### src/hdl/ctac_pkg.sv
package ctac_pkg;

  // ----------------------------------------------------------------
  // Register map
  // ----------------------------------------------------------------
  localparam logic [7:0] CTAC_ADDR_SEL_BC = 8'h19;
  localparam int CTAC_REG_W = 8;
  localparam int CTAC_SEL_W = 3;
  localparam int CTAC_CH_MUX_W = 3;

  // ----------------------------------------------------------------
  // Field positions
  // ----------------------------------------------------------------
  localparam int CTAC_C_PWR_BIT = 7;
  localparam int CTAC_B_PWR_BIT = 6;
  localparam int CTAC_B_SEL_LSB = 3;
  localparam int CTAC_C_SEL_LSB = 0;

  // ----------------------------------------------------------------
  // Reset values
  // ----------------------------------------------------------------
  localparam logic [2:0] CTAC_B_SEL_RST = 3'h2;
  localparam logic [2:0] CTAC_C_SEL_RST = 3'h4;
  localparam logic [2:0] CTAC_A_SEL_RST = 3'h0;
  localparam logic [7:0] CTAC_SEL_BC_RST = {1'b0, 1'b0, CTAC_B_SEL_RST, CTAC_C_SEL_RST};

  // ----------------------------------------------------------------
  // Channel input multiplexer codes that reroute the bias-drive return
  // ----------------------------------------------------------------
  localparam logic [2:0] CTAC_MUX_BIAS_POS = 3'h6;
  localparam logic [2:0] CTAC_MUX_BIAS_NEG = 3'h7;

  // Register write request from the serial front end.
  typedef struct packed {
    logic en;
    logic [7:0] addr;
    logic [7:0] data;
  } ctac_wr_s;

  // Routing of the bias-drive return onto one channel input side.
  typedef struct packed {
    logic pos;
    logic neg;
  } ctac_bias_route_s;

endpackage

### src/hdl/ctac_central_terminal_amp_config.sv
// Functional notes
// - An 8-bit register at address 19h holds amp C power (bit 7), amp B power (bit 6), B select (5:3), C select (2:0).
// - A cleared power bit keeps its amplifier off and is the reset state; a set bit powers it on.
// - The B select field connects exactly one of the eight channel 1-4 electrode inputs to amplifier B.
// - The B select field resets to 010, channel 2 positive.
// - The C select field connects exactly one of the eight channel 1-4 electrode inputs to amplifier C.
// - The C select field resets to 100, channel 3 positive.
// - Select codes map as (upper two bits = channel minus one, low bit = negative side).
// - A channel mux code of 110 routes the bias-drive return to its positive side, 111 to its negative side.
// - Amplifier A uses the same select encoding, its field lives in a companion register and resets to 000.
`timescale 1ns/1ps
`default_nettype none

module ctac_central_terminal_amp_config
  import ctac_pkg::*;
#(
  parameter int NUM_CH = 4
) (
  input wire logic ref_clk,
  input wire logic sys_rst,
  input wire ctac_wr_s reg_wr,
  input wire logic [7:0] reg_rd_addr,
  input wire logic [2:0] amp_a_input_select,
  input wire logic [NUM_CH*CTAC_CH_MUX_W-1:0] channel_input_select,
  output logic [7:0] reg_rd_data,
  output logic amp_b_power_on,
  output logic amp_c_power_on,
  output logic [7:0] amp_a_electrode_en,
  output logic [7:0] amp_b_electrode_en,
  output logic [7:0] amp_c_electrode_en,
  output var ctac_bias_route_s [NUM_CH-1:0] bias_drive_route
);

  // ----------------------------------------------------------------
  // Decode helpers
  // ----------------------------------------------------------------
  // One-hot electrode enable; bit 2*(ch-1)+neg, so the code is the index.
  function automatic logic [7:0] sel_onehot(input logic [2:0] code);
    sel_onehot = 8'h01 << code;
  endfunction

  logic [7:0] sel_bc_q;
  logic [7:0] sel_bc_d;
  logic wr_hit;

  // ----------------------------------------------------------------
  // Configuration register
  // ----------------------------------------------------------------
  // Only a write that hits our address changes the register.
  assign wr_hit = reg_wr.en && (reg_wr.addr == CTAC_ADDR_SEL_BC);
  assign sel_bc_d = wr_hit ? reg_wr.data : sel_bc_q;

  // Storage with its documented composite reset value.
  always_ff @(posedge ref_clk) begin
    if (sys_rst) begin
      sel_bc_q <= CTAC_SEL_BC_RST;
    end else begin
      sel_bc_q <= sel_bc_d;
    end
  end

  // Read back; unmapped addresses read as zero.
  always_ff @(posedge ref_clk) begin
    if (sys_rst) begin
      reg_rd_data <= 8'h00;
    end else begin
      reg_rd_data <= (reg_rd_addr == CTAC_ADDR_SEL_BC) ? sel_bc_q : 8'h00;
    end
  end

  // ----------------------------------------------------------------
  // Analog steering
  // ----------------------------------------------------------------
  // Registered so analog switches see glitch-free levels. The switches
  // follow the register one cycle late, which software never notices.
  always_ff @(posedge ref_clk) begin
    if (sys_rst) begin
      amp_b_power_on <= 1'b0;
      amp_c_power_on <= 1'b0;
      amp_b_electrode_en <= sel_onehot(CTAC_B_SEL_RST);
      amp_c_electrode_en <= sel_onehot(CTAC_C_SEL_RST);
      amp_a_electrode_en <= sel_onehot(CTAC_A_SEL_RST);
    end else begin
      amp_c_power_on <= sel_bc_q[CTAC_C_PWR_BIT];
      amp_b_power_on <= sel_bc_q[CTAC_B_PWR_BIT];
      amp_b_electrode_en <= sel_onehot(sel_bc_q[CTAC_B_SEL_LSB +: CTAC_SEL_W]);
      amp_c_electrode_en <= sel_onehot(sel_bc_q[CTAC_C_SEL_LSB +: CTAC_SEL_W]);
      amp_a_electrode_en <= sel_onehot(amp_a_input_select);
    end
  end

  // Bias-drive return rerouting per channel. Host keeps such channels
  // out of measurement; the block does not police that.
  always_ff @(posedge ref_clk) begin
    if (sys_rst) begin
      bias_drive_route <= '0;
    end else begin
      for (int i = 0; i < NUM_CH; i++) begin
        bias_drive_route[i].pos <= channel_input_select[i*3 +: 3] == CTAC_MUX_BIAS_POS;
        bias_drive_route[i].neg <= channel_input_select[i*3 +: 3] == CTAC_MUX_BIAS_NEG;
      end
    end
  end
endmodule // ctac_central_terminal_amp_config

`default_nettype wire

### config.mk
export PLATFORM = sky130hd
export DESIGN_NAME = ctac_central_terminal_amp_config
export DESIGN_NICKNAME = d
export VERILOG_FILES = /design/src/hdl/ctac_pkg.sv /design/src/hdl/ctac_central_terminal_amp_config.sv
export SDC_FILE = /design/constraint.sdc
export NUM_CORES = 1
export LEC_CHECK = 0
export BUFFER_PORTS_ARGS = -buffer_cell sky130_fd_sc_hd__buf_2
export CAP_MARGIN = 5
export CORE_AREA = 2 2 70 72
export CTS_BUF_LIST = sky130_fd_sc_hd__clkbuf_8
export CTS_CLUSTER_DIAMETER = 40
export DETAILED_ROUTE_END_ITERATION = 8
export DIE_AREA = 0 0 72 74
export HOLD_SLACK_MARGIN = 0.06
export MAX_ROUTING_LAYER = met4
export PLACE_DENSITY = 0.62
export SYNTH_ARGS = -nofsm -noshare
export SYNTH_HDL_FRONTEND = slang
export SYNTH_SLANG_ARGS = --single-unit
### constraint.sdc
create_clock -name ref_clk -period 1.4 [get_ports ref_clk]
set_clock_uncertainty 0.1 [all_clocks]
set_input_delay 0.14 -clock ref_clk [delete_from_list [all_inputs] [get_ports ref_clk]]
set_output_delay 0.14 -clock ref_clk [all_outputs]
set_load 0.01 [all_outputs]
After elaboration in Yosys (flattened, before gate mapping)
Index checks and enable logic that the tools add are counted.
Widths: inputs -> output; s select.
- shift-type cells: 3
- eq/ne operators: 10
- bitwise logic cells: 1
- reduce and logical (&&, ||, !) cells: 2
- operators by type and width (kind ; number):
    $eq 3x3->1 const B ; 8
    $shl 1x3->8 const A ; 3
    $eq 8x5->1 const B ; 2
    $reduce_or 2->1 ; 1
    $logic_and 1x1->1 ; 1
    $not 1->1 ; 1
- input port bits: 42
- word-level logic and storage cells: 31
- flip-flop bits (word level): 50

Longest topological paths before layout
- depth after elaboration: 3
- mapped depth: 4
- depth with buffers taken out: 3

Least setup slack after synthesis
Ideal clock, no wire load.
- kind: input to register
- from: input port reg_wr[13] (netlist name)
- to: register sel_bc_q[6]
- path slack: 0.165 ns
- library setup time: 0.121 ns
- path buffers: 1
- arrival: 1.014 ns
- required time: 1.179 ns
- stages: 4
- path through: nor4bb_1 and4b_1 buf_6 mux2_4
- cells in the longest elaborated chain, start to end: 2
- ends and longest elaborated chain (element ; line ; source):
    start, declared ; ctac_central_terminal_amp_config.sv:21 ; input wire ctac_wr_s reg_wr,
    $eq 8x5->1 ; ctac_central_terminal_amp_config.sv:50 ; assign wr_hit = reg_wr.en && (reg_wr.addr == CTAC_ADDR_SEL_BC);
    $logic_and 1x1->1 ; ctac_central_terminal_amp_config.sv:50 ;
    end signal, assigned ; ctac_central_terminal_amp_config.sv:58 ; sel_bc_q <= sel_bc_d;
    end, declared ; ctac_central_terminal_amp_config.sv:42 ; logic [7:0] sel_bc_q;
Every way passes these cells.
A chain may end at the register's enable or synchronous reset.

Worst setup path after layout
- from: input port channel_input_select[1]
- to: register bias_drive_route[0] (netlist name)
- cells in the longest elaborated chain, start to end: 1
- ends and longest elaborated chain (element ; line ; source):
    start, declared ; ctac_central_terminal_amp_config.sv:24 ; input wire logic [NUM_CH*CTAC_CH_MUX_W-1:0] channel_input_select,
    $eq 3x3->1 ; ctac_central_terminal_amp_config.sv:100 ; bias_drive_route[i].neg <= channel_input_select[i*3 +: 3] == CTAC_MUX_BIAS_NEG;
    end, declared ; ctac_central_terminal_amp_config.sv:31 ; output var ctac_bias_route_s [NUM_CH-1:0] bias_drive_route
Every way passes these cells.

==> out/summary.txt <==
power density cells = 1060 mW/mm^2
worst hold margin = 0.0474 ns
switching part of the total = 0.204
buffers from clock root to sink, at most = 2
pin count of the biggest net entering global routing = 40
wire length of the first global-routing pass = 5.28 mm
Max Clk Rate = 717 MHz
Core Util, Final = 0.535
total number of placement rows = 25
status = completed
Std-Cell Core Area = 0.00460 mm^2
CTS buffer count = 5
Routability Congestion = 0.640
WL per Instance = 11.2 um
sort of element at the start of the critical path = input pin
critical path, cell by cell = dlygate4sd3_1 -> buf_2 -> nand2_2 -> nor3b_2 -> dlygate4sd3_1
largest family of logic cells by synthesized area = simple AND/OR/NAND/NOR gates
relative contribution of combinational cells to total power = 0.076
number of setup violations in the final report = 0
layout overhead on the synthesized area = 57.0%
Syn Inst Count = 143
first-pass iteration count of the detailed router = 4
most frequent cells after synthesis = dfxtp_1 (50), nand2b_1 (16), nor2_1 (16)
drt via density = 4.32
commonest register cell after synthesis = dfxtp_1
final hold violations = 0
cell taking the most area after synthesis = dfxtp_1
ANT cells = 0
number of maximum-capacitance constraint violations = 0
Synth Register Bits = 50
Most Frequent Cell on Critical Path = dlygate4sd3_1
Max stage delay cell, worst path = dlygate4sd3_1
root buffer cell = clkbuf_8
Die ar. = 0.00533 mm^2
number of antenna violations at the first check in global routing = 0
final critical delay including setup and external delays = 1.39 ns
number of flops mapped to enable cells by yosys = 0
starting density of the core = 0.341
capturing element type of the critical path = flip-flop
Clock Power Share = 0.374
Critical Path Sink = bias_drive_route[0]$_SDFF_PP0_
Yosys top cell area share = 0.639
Critical path buffers and inverters = 3
critical path's top delay family = buffers and inverters
fin crit share = 0.996
global-route usage over all layers = 0.134
die boundary width = 72 um
origin of the worst setup path = channel_input_select[1]
TritonCTS clock tree = yes
cell leakage power = 0.00118 uW
data arrival time of the critical path = 1.54 ns
placed wire-length estimate after detailed placement = 2.23 mm
Mapped Avg Cell Area = 11.0 um^2
worst-case reg-to-reg path depth = 2
I/O Pins = 84
number of different library cells in the post-synthesis netlist = 20
sink count of the clock tree = 50
wire length reported by the detailed router = 3.47 mm
total number of nets in the final design = 298
Yosys warning total = 0
post-CTS setup-driven buffer insertion count = 0
biggest area contributors in the synthesized netlist = dfxtp_1 (64%), nand2b_1 (6.4%), nor3_1 (4.8%), mux2i_1 (3.8%), nor2_1 (3.8%)
Synth Cell Area = 0.00157 mm^2
share of the synthesized area in compound gates (AO/OA/AOI/OAI) = 0.00958
maximum fanout encountered on the critical timing path = 2
fraction of synthesized area in multiplexers = 0.0575
total global routing overflow = 0
switching power = 535 uW
critical register-to-register path endpoint = sel_bc_q[7]$_SDFFE_PP0P_
worst setup path category = in -> reg
RR Startpoint = sel_bc_q[7]$_SDFFE_PP0P_
pins over their slew limit = 0
data required time of the worst path = 1.55 ns
async set-reset flop share out of synthesis = 0
clock network latency to the later pin of the worst-skew pair = 0.30 ns
transition at the pin with the smallest max-transition slack = 0.257 ns
die height = 74 um
count of cell instances traversed by the critical path = 5
IR Drop Worst-Case VDD = 0.438 mV
fraction of final layout cells with drive strength greater than 1 = 0.401
depth of the CTS H-tree = 2
simple-gate area share of the yosys netlist = 0.276
power consumption = 2620 uW
Net Count, Synth = 185
DRC viols = 0
area share of xor/xnor cells in the synthesized design = 0
Adder-Cell Fraction of Synth Area = 0
maximum single-stage delay on the critical path = 0.55 ns
cell with the most instances after synthesis = dfxtp_1
CTS clock-pin slew for the worst setup and hold paths = 0.09 ns
classification of the worst-slack hold path = in -> reg
filler instances = 431
internal power of the cells = 2080 uW
portion of the post-synthesis area used by sequential elements = 0.639
Detailed Route Iter0 Violations = 48
R2R Setup Slk = 0.48 ns
vias = 1343
relative slew slack = 0.828
number of antenna-violating nets in the routed design = 0
number of global-route vias before repair = 1250
sequential cell fraction of total power = 0.550
port buffer count = 83
[per-layer routing]
layer  vias up  routed length [um]  track usage
li1        695                   -            -
met1       613                1280        0.125
met2        30                1990        0.253
met3         5                 140       0.0366
met4         0                  55       0.0629
met5         -                   0            -
[area by class of cell]
class | count | area [um^2] | area share
clock buffers | 5 | 68.8 | 0.0280
clock inverters | 3 | 40.0 | 0.0163
flip-flops and latches | 50 | 1000 | 0.407
repair buffers | 111 | 713 | 0.290
multi-input cells | 88 | 569 | 0.231
well taps | 54 | 67.6 | 0.0275
[worst min-delay path, cell delays in order]
cell and delay [ns]:
buf_2 0.11, nand2b_1 0.10, nor3_1 0.05
[per-stage QoR]
stage,setup TNS [ns],worst slack [ns],cells,cell area [um^2]
2_1_floorplan,0,0.165,143,1570
3_3_place_gp,0,0.0306,278,2060
3_5_place_dp,-0.00318,-0.00318,278,2060
4_1_cts,0,0.0252,314,2440
5_1_grt,-0.0204,-0.0204,311,2460
6_report,0,0.00541,311,2460
[sequential cells by signal, indices dropped and copies added (netlist names)]
name                cells
amp_a_electrode_en      8
amp_b_electrode_en      8
amp_c_electrode_en      8
bias_drive_route        8
reg_rd_data             8
sel_bc_q                8
amp_b_power_on          1
amp_c_power_on          1
[cell families (layout without fill, tap and decap cells)]
logic type	Yosys count	after routing
muxes	8	8
buffers and inverters	5	119
DFF	50	50
and+or+nand+nor	78	78
AOI/OAI and AO/OA	2	2
[what timing repair did]
action	in CTS	in global routing
endpoints found under the setup margin	0	7
hold buffers	28	0
hold endpoints to repair	21	0
gates resized for setup	0	9
[layout by cell type (no fill, tap or decap)]
cell type / n
nand2_2: 3
dfxtp_1: 50
dlygate4sd3_1: 26
nor4bb_1: 2
nor3_1: 11
clkinv_2: 2
nor3b_2: 1
nor2b_1: 4
bufinv_16: 1
and2_1: 8
buf_12: 1
nor4_1: 2
o21bai_1: 1
and4_1: 1
dlymetal6s4s_1: 1
nand2_1: 4
buf_2: 81
clkbuf_8: 5
mux2i_1: 6
buf_4: 2
nand2b_1: 16
or2_2: 1
nor3b_1: 4
and4b_1: 1
mux2_4: 2
a21o_1: 1
nor2_1: 16
nor3_2: 4
[power groups by stage]
stage	Combinational, uW	Sequential, uW	Clock, uW
global route	218	1440	1060
global placement	139	1470	0
finish	199	1440	980
floorplan	48.7	1480	0
CTS	193	1440	1010
detailed placement	141	1470	0
[how the worst min path moves through the flow]
stage | endpoint | startpoint | slack [ns] | cells after the start
after floorplan | amp_a_electrode_en[1]$_SDFF_PP0_ | amp_a_input_select[1] | 0.12 | 1
after global placement | bias_drive_route[7]$_SDFF_PP0_ | channel_input_select[9] | 0.22 | 2
after detailed placement | bias_drive_route[7]$_SDFF_PP0_ | channel_input_select[9] | 0.22 | 2
after CTS | sel_bc_q[6]$_SDFFE_PP0P_ | reg_wr[6] | 0.08 | 3
after global routing | amp_a_electrode_en[2]$_SDFF_PP0_ | amp_a_input_select[1] | 0.07 | 3
final | amp_a_electrode_en[2]$_SDFF_PP0_ | amp_a_input_select[1] | 0.05 | 3
Note: power is estimated with default switching activity, not from simulation.
